<file path="src/hw/cca_defines.vh">
// Functional notes
// - Date and time count advances by itself
// - Calendar write loads value and starts clock
// - Read returns running date and time
// - Repeat: none, 1 to 256, or endless
// - Alarm period from half second to year
// - Alarm raises interrupt unless handler suppressed
// - Alarm flag clears once read
// - Alarm enable control gates alarm generation
`ifndef CCA_DEFINES_VH
`define CCA_DEFINES_VH

// ****************************************************************
// Register byte offsets
// ****************************************************************
`define CCA_TIME_OFS     12'h000
`define CCA_DATE_OFS     12'h004
`define CCA_CTRL_OFS     12'h008
`define CCA_ALMCFG_OFS   12'h00C
`define CCA_STATUS_OFS   12'h010
`define CCA_MASK_OFS     12'h014
`define CCA_FLAG_OFS     12'h018
`define CCA_REMAIN_OFS   12'h01C

// ****************************************************************
// Field positions
// ****************************************************************
`define CCA_CTRL_RUN     0
`define CCA_CTRL_ALMEN   1
`define CCA_CTRL_SUPP    2
`define CCA_ST_ALARM     0
`define CCA_ST_WRAP      1

// ****************************************************************
// Alarm repeat modes and period codes
// ****************************************************************
`define CCA_REP_NONE     2'h0
`define CCA_REP_COUNT    2'h1
`define CCA_REP_ENDLESS  2'h2
`define CCA_P_500MS      4'h0
`define CCA_P_1S         4'h1
`define CCA_P_10S        4'h2
`define CCA_P_1MIN       4'h3
`define CCA_P_10MIN      4'h4
`define CCA_P_1H         4'h5
`define CCA_P_1D         4'h6
`define CCA_P_1W         4'h7
`define CCA_P_1MON       4'h8
`define CCA_P_1Y         4'h9

// ****************************************************************
// Timing and reset values
// ****************************************************************
`define CCA_CLK_HZ       10000000
`define CCA_HALF_SEC_MS  500
`define CCA_HALF_CYC     (`CCA_CLK_HZ / 1000 * `CCA_HALF_SEC_MS)
`define CCA_RESET_DATE   32'h00000101
`define CCA_RESET_ZERO   32'h00000000

`endif

</file>
<file path="src/hw/cca_wrap_counter.v">
`timescale 1ns/1ns
// ****************************************************************
// Wrapping counter digit with carry
// ****************************************************************
module cca_wrap_counter #(
    parameter       W     = 6,
    parameter [W-1:0] FIRST = {W{1'b0}}
) (
    input  wire         pclk,    // Clock
    input  wire         presetn, // Async reset, low
    input  wire         load,    // Load new value
    input  wire [W-1:0] load_val,// Value to load
    input  wire         inc,     // Step enable
    input  wire [W-1:0] last,    // Highest value before wrap
    output reg  [W-1:0] value,   // Current value
    output wire         carry    // Step wraps this cycle
);
    assign carry = inc && (value >= last);

    always @(posedge pclk or negedge presetn) begin
        if (!presetn) begin
            value <= FIRST;
        end else if (load) begin
            value <= load_val;
        end else if (carry) begin
            value <= FIRST;
        end else if (inc) begin
            value <= value + {{(W-1){1'b0}}, 1'b1};
        end
    end
endmodule

</file>
<file path="src/hw/cca_top.v">
`timescale 1ns/1ns
`include "cca_defines.vh"
module cca_top #(
    parameter [31:0] HALF_CYC = `CCA_HALF_CYC
) (
    input  wire        pclk,    // APB clock, 10 MHz
    input  wire        presetn, // Async reset, low
    input  wire        psel,    // APB select
    input  wire        penable, // APB enable
    input  wire        pwrite,  // APB direction
    input  wire [11:0] paddr,   // APB byte address
    input  wire [31:0] pwdata,  // APB write data
    output reg  [31:0] prdata,  // APB read data
    output wire        pready,  // APB ready
    output wire        pslverr, // APB error
    output wire        irq      // Level interrupt
);
    // ****************************************************************
    // Registers
    // ****************************************************************
    reg  [31:0] half_cnt_reg;
    reg         half_reg;
    reg         run_reg;
    reg         almen_reg;
    reg         supp_reg;
    reg  [1:0]  rep_mode_reg;
    reg  [3:0]  period_reg;
    reg  [7:0]  rep_count_reg;
    reg  [8:0]  remain_reg;
    reg  [1:0]  status_reg;
    reg  [1:0]  mask_reg;
    reg         flag_reg;
    reg  [31:0] prdata_next;
    reg         fire;
    wire        wr = psel && penable && pwrite;
    wire        rd = psel && penable && !pwrite;
    wire        ld_time = wr && (paddr == `CCA_TIME_OFS);
    wire        ld_date = wr && (paddr == `CCA_DATE_OFS);
    wire        tick_half;
    wire        tick_sec;

    assign pready  = 1'b1;
    assign pslverr = 1'b0;

    // ****************************************************************
    // Half second divider
    // ****************************************************************
    assign tick_half = run_reg && (half_cnt_reg == HALF_CYC - 32'h1);
    assign tick_sec  = tick_half && half_reg;

    always @(posedge pclk or negedge presetn) begin
        if (!presetn) begin
            half_cnt_reg <= 32'h0;
            half_reg     <= 1'b0;
        end else if (ld_time || !run_reg) begin
            half_cnt_reg <= 32'h0;
            half_reg     <= 1'b0;
        end else if (tick_half) begin
            half_cnt_reg <= 32'h0;
            half_reg     <= ~half_reg;
        end else begin
            half_cnt_reg <= half_cnt_reg + 32'h1;
        end
    end

    // ****************************************************************
    // Calendar digits
    // ****************************************************************
    wire [5:0] sec, min;
    wire [4:0] hour, day;
    wire [3:0] mon;
    wire [7:0] year;
    wire [2:0] wday;
    wire       c_sec, c_min, c_hour, c_day, c_mon, c_wday;
    reg  [4:0] mdays;
    wire       leap = (year[1:0] == 2'b00);

    always @* begin
        case (mon)
            4'h2:    mdays = leap ? 5'd29 : 5'd28;
            4'h4, 4'h6, 4'h9, 4'hB: mdays = 5'd30;
            default: mdays = 5'd31;
        endcase
    end

    // Time register: [5:0] sec, [13:8] min, [20:16] hour
    // Date register: [4:0] day, [11:8] month, [23:16] year, [26:24] weekday
    cca_wrap_counter #(.W(6), .FIRST(6'd0)) u_sec (
        .pclk(pclk), .presetn(presetn), .load(ld_time),
        .load_val(pwdata[5:0]), .inc(tick_sec), .last(6'd59),
        .value(sec), .carry(c_sec));
    cca_wrap_counter #(.W(6), .FIRST(6'd0)) u_min (
        .pclk(pclk), .presetn(presetn), .load(ld_time),
        .load_val(pwdata[13:8]), .inc(c_sec), .last(6'd59),
        .value(min), .carry(c_min));
    cca_wrap_counter #(.W(5), .FIRST(5'd0)) u_hour (
        .pclk(pclk), .presetn(presetn), .load(ld_time),
        .load_val(pwdata[20:16]), .inc(c_min), .last(5'd23),
        .value(hour), .carry(c_hour));
    cca_wrap_counter #(.W(5), .FIRST(5'd1)) u_day (
        .pclk(pclk), .presetn(presetn), .load(ld_date),
        .load_val(pwdata[4:0]), .inc(c_hour), .last(mdays),
        .value(day), .carry(c_day));
    cca_wrap_counter #(.W(4), .FIRST(4'd1)) u_mon (
        .pclk(pclk), .presetn(presetn), .load(ld_date),
        .load_val(pwdata[11:8]), .inc(c_day), .last(4'd12),
        .value(mon), .carry(c_mon));
    cca_wrap_counter #(.W(8), .FIRST(8'd0)) u_year (
        .pclk(pclk), .presetn(presetn), .load(ld_date),
        .load_val(pwdata[23:16]), .inc(c_mon), .last(8'd99),
        .value(year), .carry());
    cca_wrap_counter #(.W(3), .FIRST(3'd0)) u_wday (
        .pclk(pclk), .presetn(presetn), .load(ld_date),
        .load_val(pwdata[26:24]), .inc(c_hour), .last(3'd6),
        .value(wday), .carry(c_wday));

    // ****************************************************************
    // Alarm period events
    // ****************************************************************
    reg  ev;
    wire ten_s   = c_sec  ? 1'b0 : (tick_sec && (sec == 6'd9 || sec == 6'd19 ||
                   sec == 6'd29 || sec == 6'd39 || sec == 6'd49)) ;
    wire ten_min = c_min  ? 1'b0 : (c_sec && (min == 6'd9 || min == 6'd19 ||
                   min == 6'd29 || min == 6'd39 || min == 6'd49));

    always @* begin
        case (period_reg)
            `CCA_P_500MS: ev = tick_half;
            `CCA_P_1S:    ev = tick_sec;
            `CCA_P_10S:   ev = ten_s || c_sec;
            `CCA_P_1MIN:  ev = c_sec;
            `CCA_P_10MIN: ev = ten_min || c_min;
            `CCA_P_1H:    ev = c_min;
            `CCA_P_1D:    ev = c_hour;
            `CCA_P_1W:    ev = c_wday;
            `CCA_P_1MON:  ev = c_day;
            `CCA_P_1Y:    ev = c_mon;
            default:      ev = 1'b0;
        endcase
    end

    always @* begin
        fire = 1'b0;
        if (almen_reg && ev) begin
            if (rep_mode_reg == `CCA_REP_ENDLESS) begin
                fire = 1'b1;
            end else if (remain_reg != 9'd0) begin
                fire = 1'b1;
            end
        end
    end

    // ****************************************************************
    // Register writes and alarm state
    // ****************************************************************
    wire rd_flag = rd && (paddr == `CCA_FLAG_OFS);

    always @(posedge pclk or negedge presetn) begin
        if (!presetn) begin
            run_reg       <= 1'b0;
            almen_reg     <= 1'b0;
            supp_reg      <= 1'b0;
            rep_mode_reg  <= `CCA_REP_NONE;
            period_reg    <= `CCA_P_1S;
            rep_count_reg <= 8'h0;
            remain_reg    <= 9'h0;
            status_reg    <= 2'h0;
            mask_reg      <= 2'h0;
            flag_reg      <= 1'b0;
        end else begin
            if (ld_time || ld_date) begin
                run_reg <= 1'b1;
            end
            // Count every shot outside endless mode, also when a register write lands in that cycle
            if (fire && rep_mode_reg != `CCA_REP_ENDLESS) begin
                remain_reg <= remain_reg - 9'd1;
            end
            if (wr && paddr == `CCA_CTRL_OFS) begin
                run_reg   <= pwdata[`CCA_CTRL_RUN];
                almen_reg <= pwdata[`CCA_CTRL_ALMEN];
                supp_reg  <= pwdata[`CCA_CTRL_SUPP];
                if (pwdata[`CCA_CTRL_ALMEN] && !almen_reg) begin
                    // Arming reloads the shot budget: one plus repeats
                    remain_reg <= (rep_mode_reg == `CCA_REP_COUNT) ?
                                  {1'b0, rep_count_reg} + 9'd2 : 9'd1;
                end
            end else if (wr && paddr == `CCA_ALMCFG_OFS) begin
                rep_mode_reg  <= pwdata[1:0];
                period_reg    <= pwdata[7:4];
                rep_count_reg <= pwdata[15:8]; // Repeat count minus one
            end
            if (wr && paddr == `CCA_MASK_OFS) begin
                mask_reg <= pwdata[1:0];
            end
            // Hardware set wins over write-one-to-clear
            status_reg <= (status_reg & ~((wr && paddr == `CCA_STATUS_OFS) ?
                           pwdata[1:0] : 2'b00)) |
                          {c_mon && (year == 8'd99), fire && !supp_reg};
            // Read consumes the flag, a new alarm in the same cycle wins
            if (fire) begin
                flag_reg <= 1'b1;
            end else if (rd_flag) begin
                flag_reg <= 1'b0;
            end
        end
    end

    assign irq = |(status_reg & mask_reg);

    // ****************************************************************
    // Read mux
    // ****************************************************************
    always @* begin
        prdata_next = 32'h0;
        if (paddr == `CCA_TIME_OFS) begin
            prdata_next = {11'h0, hour, 2'h0, min, 2'h0, sec};
        end else if (paddr == `CCA_DATE_OFS) begin
            prdata_next = {5'h0, wday, year, 4'h0, mon, 3'h0, day};
        end else if (paddr == `CCA_CTRL_OFS) begin
            prdata_next = {29'h0, supp_reg, almen_reg, run_reg};
        end else if (paddr == `CCA_ALMCFG_OFS) begin
            prdata_next = {16'h0, rep_count_reg, period_reg, 2'h0, rep_mode_reg};
        end else if (paddr == `CCA_STATUS_OFS) begin
            prdata_next = {30'h0, status_reg};
        end else if (paddr == `CCA_MASK_OFS) begin
            prdata_next = {30'h0, mask_reg};
        end else if (paddr == `CCA_FLAG_OFS) begin
            prdata_next = {31'h0, flag_reg};
        end else if (paddr == `CCA_REMAIN_OFS) begin
            prdata_next = {23'h0, remain_reg};
        end
    end

    // Data is registered during setup so it stands in the access cycle
    always @(posedge pclk or negedge presetn) begin
        if (!presetn) begin
            prdata <= 32'h0;
        end else if (psel && !penable && !pwrite) begin
            prdata <= prdata_next;
        end
    end
endmodule

</file>
<file path="config.mk">
export PLATFORM = sky130hd
export DESIGN_NAME = cca_top
export DESIGN_NICKNAME = d
export VERILOG_FILES = /design/src/hw/cca_wrap_counter.v /design/src/hw/cca_top.v
export VERILOG_INCLUDE_DIRS = /design/src /design/src/hw
export SDC_FILE = /design/constraint.sdc
export NUM_CORES = 1
export LEC_CHECK = 0
export BUFFER_PORTS_ARGS = -buffer_cell sky130_fd_sc_hd__clkbuf_2
export CAP_MARGIN = 20
export CORE_MARGIN = 4
export CORE_UTILIZATION = 53
export DETAILED_ROUTE_END_ITERATION = 12
export GPL_ROUTABILITY_DRIVEN = 0
export PLACE_DENSITY_LB_ADDON = 0.08
export SLEW_MARGIN = 40
export SYNTH_ARGS = -nofsm -noshare
export SYNTH_HDL_FRONTEND = slang
export SYNTH_SLANG_ARGS = --single-unit
export TNS_END_PERCENT = 5
</file>
<file path="constraint.sdc">
create_clock -name pclk -period 2.9 [get_ports pclk]
set_input_delay 0.29 -clock pclk [delete_from_list [all_inputs] [get_ports pclk]]
set_output_delay 0.29 -clock pclk [all_outputs]
set_load 0.005 [all_outputs]
</file>
======== After elaboration in Yosys (flattened, before gate mapping) ========
Index checks and enable logic that the tools add are counted.
operators by class
  mux-type cells .......................... 50
  add/subtract/negate cells ............... 10
  bitwise logic cells ..................... 6
  equal/unequal tests ..................... 36
  reduce and logical (&&, ||, !) cells .... 62
  magnitude comparators ................... 7
operators with widths
  kind                     count
  $mux W9                  8
  $mux W32                 2
  $mux W27                 2
  $eq A12 B5 Y1 const B    4
  $mux W6                  6
  $add A32 B1 Y32 const B  1
  $eq A32 B23 Y1 const B   1
  $mux W16                 2
  $mux W5                  6
  $logic_and A1 B1 Y1      28
  $eq A12 B4 Y1 const B    2
  $eq A4 B3 Y1 const B     6
  $eq A6 B5 Y1 const B     4
  $eq A6 B6 Y1 const B     4
  $mux W8                  3
  $reduce_bool A3 Y1       7
  $eq A4 B4 Y1 const B     4
  $add A6 B1 Y6 const B    2
  $eq A12 B3 Y1 const B    1
  $eq A4 B2 Y1 const B     3
  $eq A6 B4 Y1 const B     2
  $ge A6 B6 Y1 const B     2
  $logic_not A12 Y1        1
  $logic_or A1 B1 Y1       12
  other kinds (34)         58
storage, ports and cells
  register bits after elaboration ......... 133
  input port bits ......................... 49
  output and inout port bits .............. 35

======== Logic depth before layout (Yosys ltp) ========
Gate-level depths: netlist (run 1).
  depth in word-level cells ............... 15
  mapped depth ............................ 14
  mapped depth without buffers ............ 13

======== Modules after synthesis ========
A second synthesis (run 1) with hierarchy kept.
second synthesis, totals
  cell total of the unflattened synthesis .. 927
  area, all modules ....................... 8436.8 sq um
by module, submodules not included
  module                         area each (sq um)  times used  cells an instance
  cca_top                        5067.4             1           545
  cca_wrap_counter at u_min ...  559.3              2           65
  cca_wrap_counter at u_year     735.7              1           87
  cca_wrap_counter at u_hour     481.7              1           55
  cca_wrap_counter at u_day      432.9              1           43
  cca_wrap_counter at u_mon      331.6              1           37
  cca_wrap_counter at u_wday     269.0              1           30

======== Least setup slack after synthesis (run 1) ========
Ideal clock, no wire load.
  kind .................................... register to register
  from .................................... reg u_mon.value[0]
  to ...................................... reg remain_reg[2]
  arrival time ............................ 2.688 ns
  slack ................................... 0.088 ns
  stages on the path, launching flop included .. 13
  clock period less this slack ............ 2.812 ns
  required time ........................... 2.776 ns
  library setup time ...................... 0.124 ns
  cells stage by stage .................... dfstp_2 > inv_1 > ha_1 > a221o_1 > nand2_1 > ha_1 > nand2b_1 > a21oi_1 > o31ai_4 > a21oi_4 > a21oi_2 > nor3b_1 > a211o_1
between the ends
  word-level cells in the longest chain between the ends .. 13
ends and longest elaborated chain
  what                                                 RTL line               text
  from (decl)                                          cca_wrap_counter.v:15  output reg [W-1:0] value,
  from (signal assigned)                               cca_wrap_counter.v:24  value <= load_val;
  from (signal assigned)                               cca_wrap_counter.v:28  value <= value + {{(W-1){1'b0}}, 1'b1};
  $eq A4 B3 Y1 / $eq A4 B4 Y1 (equally long branches)  cca_top.v:79           case (mon)
  $reduce_or A4 Y1                                     cca_top.v:79
  $pmux W2 S2                                          cca_top.v:79
  $ge A5 B5 Y1                                         cca_wrap_counter.v:18  assign carry = inc && (value >= last);
  $logic_and A1 B1 Y1 (2 in a row)                     cca_wrap_counter.v:18
  $pmux W1 S10 (*)                                     cca_top.v:127          case (period_reg)
  $logic_and A1 B1 Y1 (*)                              cca_top.v:144          if (almen_reg && ev) begin
  $mux W1 (*)                                          cca_top.v:144
  $logic_and A1 B1 Y1 (no line) (*)                    n/a
  $mux W9 (*)                                          cca_top.v:175          if (fire && rep_mode_reg != `CCA_REP_ENDLESS) begin
  $mux W9                                              cca_top.v:182          if (pwdata[`CCA_CTRL_ALMEN] && !almen_reg) begin
  $mux W9 (*)                                          cca_top.v:178          if (wr && paddr == `CCA_CTRL_OFS) begin
  to (signal assigned)                                 cca_top.v:176          remain_reg <= remain_reg - 9'd1;
  to (signal assigned)                                 cca_top.v:184          remain_reg <= (rep_mode_reg == `CCA_REP_COUNT) ?
  to (decl)                                            cca_top.v:29           reg [8:0] remain_reg;
Mark *: on every way between the ends. The rest lies on a longest branch, timed or not.
A chain may end at the register's enable or synchronous reset.

======== Worst setup path after layout (run 1) ========
Same ends and word-level chain as after synthesis.

==> flow_summary.yaml, run 1 <==
status:
  status: "complete, no violations"
route:
  viasPerCell: 6.06
  drc: 0
  ant_nets: 0
  routed_wl_um: 21200
  first_iter_violations: 604
  routedWlPerCell_um: 18.8
  vias: 6840
  dr.pass1.iters: 5
die:
  dieArea_um2: 16300
  initial_utilization_pct: 54.3
  die_h_um: 128
  ios: 84
  rows: 43
  die_w_um: 128
  core_um2: 13900
sta:
  skew_ps: 8.03
  setup_tns_ps: 0
  slew_viol_final: 0
  setup_viol: 0
  fin_crit_ps: 2750
  relSlewSlack_pct: 49.3
  worst_pin_slew_ps: 759
  finalHoldViolCount: 0
  timing.fmax_ghz: 0.364
  worst_slack_ps: 154
  fin_crit_sh_pct: 94.7
worst_setup_path:
  ff2ff_setup_slack_ps: 150
  arrival_ps: 3060
  critPathLaunchType: "flip-flop"
  end_kind: "flip-flop"
  reg2reg_from: "u_mon.value[0]"
  required_ps: 3220
  crit_start: "u_mon.value[0]"
  crit_fanout: 6
  timing.rr.end: "remain_reg[2]"
  worst-r2r-cell-count: 12
  path_class: "reg2reg"
  setup.worst_path.end: "remain_reg[2]"
layout:
  layout.nets: 1004
  diodes: 0
  layout_commonest_cell: "dfrtp_1"
  seqCellArea_um2: 3210
  syn2layout_area_growth_pct: 19.0
  fill_cells: 1203
  multiInputGateArea_um2: 4060
  layout_common_cells: "dfrtp_1 (125), nand2_1 (108), nor2_1 (83)"
  instances_no_fill: 1129
  largest_reg_flops: 32
  drive_above_1_share_pct: 21.0
  utilization_pct: 64.7
clock_tree:
  cts_sinks: 128
  cts_tree: "built"
  path_clk_slew_ps: 60
  cts_htree_levels: 4
  root_buffer: "clkbuf_16"
  ctsLongestPathBuffers: 2
  cts_buffers: 17
  clock_latency_ps: 430
synthesis:
  ys_dominant_reg_cell: "dfrtp_1"
  synthArstFlopShare_pct: 100
  synth_cells: 837
  syn_avg_cell_area_um2: 9.04
  ys_warn_count: 0
  synth-seq-cells: 128
  synth_enable_flop_cells: 0
  syn_area_um2: 7570
  synth_cell_type_count: 85
  ys_seq_area_share_pct: 42.4
global_routing:
  grt_pass1_vias: 6623
  grt.total_usage_pct: 26.6
  antenna_found_initial: 0
  busiest_layer: "met2"
  grtUsageMet2_pct: 43.3
  grt.overflow.total: 0
  grt_max_degree: 59
  grt_pass1_wl_um: 34300
  grt_util_met3_pct: 4.97
  grt_use_met1_pct: 35.1
run:
  maxCapViolations: 0
hold_path:
  hold_depth: 3
  hold_class: "in2reg"
placed_design:
  dp.cells: 1093
  pre_cts_slack_ps: -42.7
  dp_hpwl_um: 15300
  io_buffer_count: 71
pwr:
  max-vdd-ir-drop_mv: 0.400
  leakagePower_nw: 3.98
  powerDensity_nw_per_um2: 473
-- through the flow --
stage	power (W)	instance area (µm²)	hold WS, ps
final	0.00426	9010	64.5
after global routing	0.00439	9010	70.7
after CTS	0.00430	8970	53.5
after detailed placement	0.00201	8320	289
after global placement	0.00200	8290	282
after floorplan	0.00190	7590	-5.59
-- synth_stat cells, types with 3 or more instances --
cell type  instances  area share [%]
a21o_1             5            0.50
a21oi_1           35             2.3
a221oi_1           6            0.69
a22o_1             3            0.35
a22oi_1            6            0.59
a31oi_1            7            0.58
and2_1             5            0.41
and3_1            18             1.5
buf_2             10            0.66
buf_4             10            0.99
buf_6              3            0.45
clkbuf_1          21             1.0
dfrtp_1          125              41
dfstp_2            3             1.0
ha_1              19             3.1
inv_1             28             1.4
mux2_2            20             3.0
mux2i_1            9             1.2
nand2_1          108             5.4
nand2b_1           7            0.58
nand3_1           41             2.7
nand3b_1           4            0.40
nand4_1           13             1.1
nand4b_1           6            0.69
nor2_1            84             4.2
nor2b_1            7            0.58
nor3_1            20             1.3
nor3b_1            6            0.59
nor4_1             5            0.41
o2111ai_1          3            0.35
o211ai_1           6            0.59
o21a_1             5            0.50
o21ai_0           63             4.2
o22ai_1            6            0.50
o311ai_0           3            0.35
o31a_1             3            0.35
o31ai_1           12             1.2
or3_1              7            0.58
xnor2_1           16             1.9
xor2_1            20             2.3
-- area by class of cell --
class | instances | area share, %
Clock buffer | 23 | 5.64
Clock inverter | 9 | 1.42
Inverter | 28 | 1.17
Multi-Input combinational cell | 640 | 45.0
Sequential cell | 128 | 35.6
Tap cell | 180 | 2.50
Timing Repair Buffer | 121 | 8.66
-- layer usage --
layer / vias to the layer above / share of wire (%)
li1: 3193 / -
met3: 47 / 6.8
met4: 0 / 3.0
met1: 3343 / 43
met5: - / 0
met2: 257 / 48
-- worst min path at each step --
stage / end / start / slack [ps]
finish: u_wday.value[2] / pwdata[26] / 60
global route: u_mon.value[0] / pwdata[8] / 70
CTS: u_wday.value[2] / pwdata[26] / 50
detailed placement: prdata[14] / presetn / 290
global placement: prdata[6] / presetn / 280
floorplan: almen_reg / presetn / -6
-- critical path: stages (launching register included) --
cell and delay (ps):
dfstp_2 550, inv_1 70, ha_1 200, a221o_1 330, nand2_1 70, ha_1 230
nand2b_4 150, a21oi_4 190, o31ai_4 90, a21oi_4 200, a21oi_2 130, nor3b_1 160
a211o_1 270
-- kinds of logic (layout without fill, tap and decap cells) --
family,count (synthesis),count (layout),share of synthesized area [%]
compound gates,188,188,16.8
flops,128,128,42.4
xor+xnor,36,36,4.17
other cells,2,7,0.0992
fa+ha+maj,20,20,3.27
buf+inv,74,181,4.63
mux,30,30,4.46
simple gates,359,359,24.2
-- repair_timing --
action	4_1_cts	5_1_grt
gates resized for setup	1	5
endpoints found under the setup margin	7	17
setup buffers	0	3
pin swaps	0	4
hold buffers	1	0
endpoints found under the hold margin	36	0
-- power by group --
group | leakage, nW | total [W] | switching [W] | internal, W
Clock | 0.307 | 0.00228 | 0.000799 | 0.00148
Sequential | 1.59 | 0.00181 | 0.00000838 | 0.00180
Combinational | 2.08 | 0.000174 | 0.000112 | 0.0000623
Total | 3.98 | 0.00426 | 0.000919 | 0.00334
(Power assumes the default switching activity.)
==> run 2: changes to the inputs <==
Settings changed: PLACE_DENSITY set to 0.78, PLACE_DENSITY_LB_ADDON 0.08 to not set.
==> run 2 against run 1 <==
Effect of this change:
- hold slack worse by 4.6 ps
- global-route usage is 0.33 points lower
- critical path type unchanged
- non-clock buffer count is 10 lower
- clock power is 2% lower
- largest cell class unchanged
==> flow_summary.yaml, run 2 (synthesis gave the netlist of run 1 again) <==
status:
  status: "complete, no violations"
layout:
  fill_cells: 1162
  layout_commonest_cell: "dfrtp_1"
  drive_above_1_share_pct: 19.8
  instances_no_fill: 1119
  syn2layout_area_growth_pct: 17.5
  layout_common_cells: "dfrtp_1 (125), nand2_1 (108), nor2_1 (83)"
  multiInputGateArea_um2: 4040
  layout.nets: 994
  seqCellArea_um2: 3210
  diodes: 0
  utilization_pct: 63.8
  largest_reg_flops: 32
route:
  ant_nets: 0
  dr.pass1.iters: 6
  viasPerCell: 5.99
  first_iter_violations: 669
  routed_wl_um: 20300
  routedWlPerCell_um: 18.1
  vias: 6700
  drc: 0
worst_setup_path:
  crit_start: "u_mon.value[0]"
  end_kind: "flip-flop"
  cp_common_cell: "ha_1"
  path_cells: "inv_1, ha_1, a221o_1, nand2_1, ha_1, nand2b_1, a21oi_2, o31ai_4, a21oi_4, buf_4, a21o_1, o22ai_1, nor2_1"
  path_class: "reg2reg"
  arrival_ps: 3170
  timing.rr.end: "remain_reg[0]"
  worst-r2r-cell-count: 13
  setup.worst_path.end: "remain_reg[0]"
  required_ps: 3260
  slowest_delay_ps: 520
  ff2ff_setup_slack_ps: 90
  reg2reg_from: "u_mon.value[0]"
  crit_fanout: 4
  critPathLaunchType: "flip-flop"
  cp_slowest_cell: "dfstp_2"
pwr:
  leakagePower_nw: 3.92
  max-vdd-ir-drop_mv: 0.432
  powerDensity_nw_per_um2: 474
  p_sw_share_pct: 21.0
  comb_power_share_pct: 4.0
  p_total_w: 0.00422
  p_sw_w: 0.000883
  power_frac_seq_pct: 42.9
  p_int_w: 0.00333
  power_frac_clock_pct: 53.1
die:
  die_w_um: 128
  core_um2: 13900
  initial_utilization_pct: 54.3
  ios: 84
  die_h_um: 128
  rows: 43
  dieArea_um2: 16300
placed_design:
  dp_hpwl_um: 14600
  pre_cts_slack_ps: -41.3
  dp.cells: 1086
  io_buffer_count: 71
sta:
  setup_viol: 0
  rsz0062_at_grt: "true"
  relSlewSlack_pct: 59.9
  finalHoldViolCount: 0
  holdWs_ps: 59.8
  fin_crit_sh_pct: 96.9
  slew_viol_final: 0
  fin_crit_ps: 2810
  worst_slack_ps: 90.4
  timing.fmax_ghz: 0.356
  skew_ps: 8.01
  worst_pin_slew_ps: 602
global_routing:
  grt_max_degree: 59
  grt.total_usage_pct: 26.2
  antenna_found_initial: 0
  grt.overflow.total: 0
  grt_pass1_vias: 6570
  grt_pass1_wl_um: 33500
clock_tree:
  ctsLongestPathBuffers: 2
  cts_sinks: 128
  cts_buffers: 17
  cts_htree_levels: 4
  post_cts_buffers: 0
  clock_latency_ps: 430
  cts_tree: "built"
  root_buffer: "clkbuf_16"
  path_clk_slew_ps: 50
run:
  maxCapViolations: 0
hold_path:
  hold_class: "in2reg"
==> run 2: worst min path at each step <==
stage                           end        from  depth (start not counted)  slack, ps
detailed placement        prdata[6]     presetn                          1        340
floorplan                 almen_reg     presetn                          0         -6
CTS                 u_wday.value[1]  pwdata[25]                          3         50
global placement      remain_reg[6]     presetn                          1        330
finish              u_wday.value[1]  pwdata[25]                          3         60
global route        u_wday.value[0]  pwdata[24]                          3         60
==> run 2: power groups by stage <==
stage / sequential [W] / clock, W / combinational [W]
final: 0.00181 / 0.00224 / 0.000170
after global routing: 0.00181 / 0.00234 / 0.000190
after CTS: 0.00181 / 0.00226 / 0.000172
after detailed placement: 0.00184 / 0 / 0.000170
after global placement: 0.00184 / 0 / 0.000168
after floorplan: 0.00184 / 0 / 0.0000652
==> run 2: layout make-up <==
type,instances,share of cell area (%)
clock buffer,29,6.30
clock inverter,3,0.760
inverter,28,1.18
multi-input combinational,640,45.5
sequential,128,36.1
tap,180,2.53
timing repair buffer,111,7.71
==> run 2: through the flow <==
stage,cell area [µm²],TNS (ps)
finish,8890,0
global route,8890,-13.1
CTS,8890,0
detailed placement,8250,-95.1
global placement,8250,0
floorplan,7590,0
==> run 2: metal layers <==
| layer | up-vias | routed length [µm] | track usage, % |
|---|---|---|---|
| met5 | - | 0 | 0 |
| met4 | 0 | 690 | 11.6 |
| met3 | 51 | 1200 | 6.56 |
| met2 | 225 | 9910 | 42.6 |
| met1 | 3243 | 8490 | 33.2 |
| li1 | 3181 | - | - |
==> run 2: worst max-delay path: cells and delay by family, from the launching register on <==
kind | cells | cell delay [ps]
AOI/OAI and AO/OA | 6 | 1220
adders and majority gates | 2 | 420
buffers and inverters | 2 | 240
DFF | 1 | 520
and+or+nand+nor | 3 | 320
==> run 2: what timing repair did <==
| action | 4_1_cts | 5_1_grt |
|---|---|---|
| gates resized for setup | 1 | 3 |
| hold endpoints to repair | 43 | 0 |
| setup endpoints to repair | 4 | 15 |
| pin swaps | 0 | 6 |
| hold buffers | 1 | 0 |
==> run 3: changes to the inputs <==
Settings changed: SETUP_SLACK_MARGIN set to 0.2.
==> run 3 against run 2 <==
Effect of this change:
- core utilization grew 1.1 points
- sequential share of layout area shrank 0.58 points
- critical endpoint is now remain_reg[2]
- count of clock-buffer cells in the layout shrank 8
- worst setup slack lost 0.80 ps
- register-to-register slack is essentially flat
- die area is the same
- combinational power is essentially flat
==> flow_summary.yaml, run 3 (synthesis gave the netlist of run 1 again) <==
layout:
  syn2layout_area_growth_pct: 19.4
  layout.nets: 1000
  drive_above_1_share_pct: 21.3
  layout_common_cells: "dfrtp_1 (125), nand2_1 (108), nor2_1 (83)"
  diodes: 0
  layout_commonest_cell: "dfrtp_1"
  largest_reg_flops: 32
worst_setup_path:
  crit_fanout: 6
  cp_slowest_cell: "dfstp_2"
  critPathLaunchType: "flip-flop"
  cp_top_family: "compound AO/OA/AOI/OAI gates"
  worstSetupPathDepth: 13
  path_cells: "inv_4, ha_4, a221o_1, nand2_1, ha_1, nand2b_4, a21oi_4, o31ai_4, a21oi_4, buf_12, a21oi_4, nor3b_2, a211o_1"
  slowest_delay_ps: 580
  worst-r2r-cell-count: 13
  cp_common_cell: "a21oi_4"
  required_ps: 3210
  path_class: "reg2reg"
  path_buf_inv: 2
  arrival_ps: 3120
  end_kind: "flip-flop"
pwr:
  p_int_w: 0.00342
  leakagePower_nw: 3.98
  powerDensity_nw_per_um2: 479
  power_frac_seq_pct: 41.7
  p_sw_share_pct: 21.0
  max-vdd-ir-drop_mv: 0.671
  power_frac_clock_pct: 54.3
  comb_power_share_pct: 3.9
  p_sw_w: 0.000908
sta:
  worst_slack_ps: 89.6
  holdWs_ps: 66.7
  slew_viol_final: 0
  finalHoldViolCount: 0
  fin_crit_ps: 2810
  relSlewSlack_pct: 58.0
  worst_pin_slew_ps: 628
  fin_crit_sh_pct: 96.9
  setup_viol: 0
  rsz0062_at_grt: "true"
  timing.fmax_ghz: 0.356
  skew_ps: 7.01
clock_tree:
  path_clk_slew_ps: 60
  cts_tree: "built"
  cts_buffers: 17
  root_buffer: "clkbuf_16"
  cts_htree_levels: 4
  ctsLongestPathBuffers: 2
  clock_latency_ps: 430
  cts_sinks: 128
placed_design:
  io_buffer_count: 71
  pre_cts_slack_ps: -23.3
  dp_hpwl_um: 14300
status:
  status: "complete, no violations"
route:
  routed_wl_um: 20300
  first_iter_violations: 691
  vias: 6801
  dr.pass1.iters: 5
  drc: 0
  viasPerCell: 6.05
  ant_nets: 0
  routedWlPerCell_um: 18.1
die:
  dieArea_um2: 16300
  initial_utilization_pct: 54.3
  die_h_um: 128
  rows: 43
  core_um2: 13900
  ios: 84
  die_w_um: 128
global_routing:
  grt_pass1_vias: 6497
  antenna_found_initial: 0
  grt.overflow.total: 0
  grt_max_degree: 71
  grt_pass1_wl_um: 33300
  grt.total_usage_pct: 25.8
hold_path:
  hold_class: "in2reg"
  hold_depth: 3
run:
  maxCapViolations: 0
-- run 3: cell types whose count changed in the layout (fill, tap and decap cells not counted), moves of 2 or more --
cell       change
a21oi_4        +2
buf_4          +4
bufinv_16      +3
clkbuf_8       -7
clkinv_2       +4
ha_4           +2
inv_1          -2
-- run 3: tightest hold or removal path, delay by kind of cell --
kind	cells	cell delay [ps]
buf+inv	1	70
compound gates	1	50
simple gates	1	40
-- run 3: what timing repair did --
action	CTS	global route
setup buffers	6	0
hold buffers	1	0
endpoints found under the setup margin	21	26
hold endpoints to repair	36	0
resized for setup	10	7
cloned	0	0
pin swaps	12	8
-- run 3: final timing paths --
kind                       slack (ps)         endpoint      startpoint
min in group asynchronous         390       prdata[14]         presetn
max in group asynchronous        1710   u_mon.value[0]         presetn
max reg2reg                        90    remain_reg[2]  u_mon.value[0]
min                                70  u_wday.value[1]      pwdata[25]
min reg2reg                       460       prdata[15]      prdata[15]
max                                90    remain_reg[2]  u_mon.value[0]
-- run 3: per-layer routing --
metal	wire length (µm)	up-vias	global-route usage, %
met2	10100	249	42.7
li1	-	3196	-
met4	368	0	8.01
met1	8540	3322	33.9
met5	0	-	0
met3	1340	34	5.89
-- run 3: layout make-up --
type	count	area [µm²]
Clock buffer	21	460
Clock inverter	11	185
Fill cell	1126	4890
Inverter	28	108
Multi-Input combinational cell	640	4110
Sequential cell	128	3210
Tap cell	180	225
Timing Repair Buffer	117	747
-- run 3: power by group through the flow --
stage	sequential, W	clock (W)	combinational (W)
3_5_place_dp	0.00184	0	0.000169
4_1_cts	0.00181	0.00237	0.000171
6_report	0.00181	0.00235	0.000171
3_3_place_gp	0.00184	0	0.000168
2_1_floorplan	0.00184	0	0.0000652
5_1_grt	0.00181	0.00247	0.000189
-- run 3: through the flow --
| stage | instance area, µm² | util (%) | cells | power [W] | setup TNS, ps |
|---|---|---|---|---|---|
| after floorplan | 7600 | - | 842 | 0.00190 | 0 |
| after global placement | 8260 | 59.3 | 1086 | 0.00201 | 0 |
| after detailed placement | 8260 | 59.3 | 1086 | 0.00201 | -51.8 |
| after CTS | 9020 | 64.7 | 1125 | 0.00435 | 0 |
| after global routing | 9040 | 64.9 | 1125 | 0.00446 | -28.6 |
| final | 9040 | 64.9 | 1125 | 0.00433 | 0 |
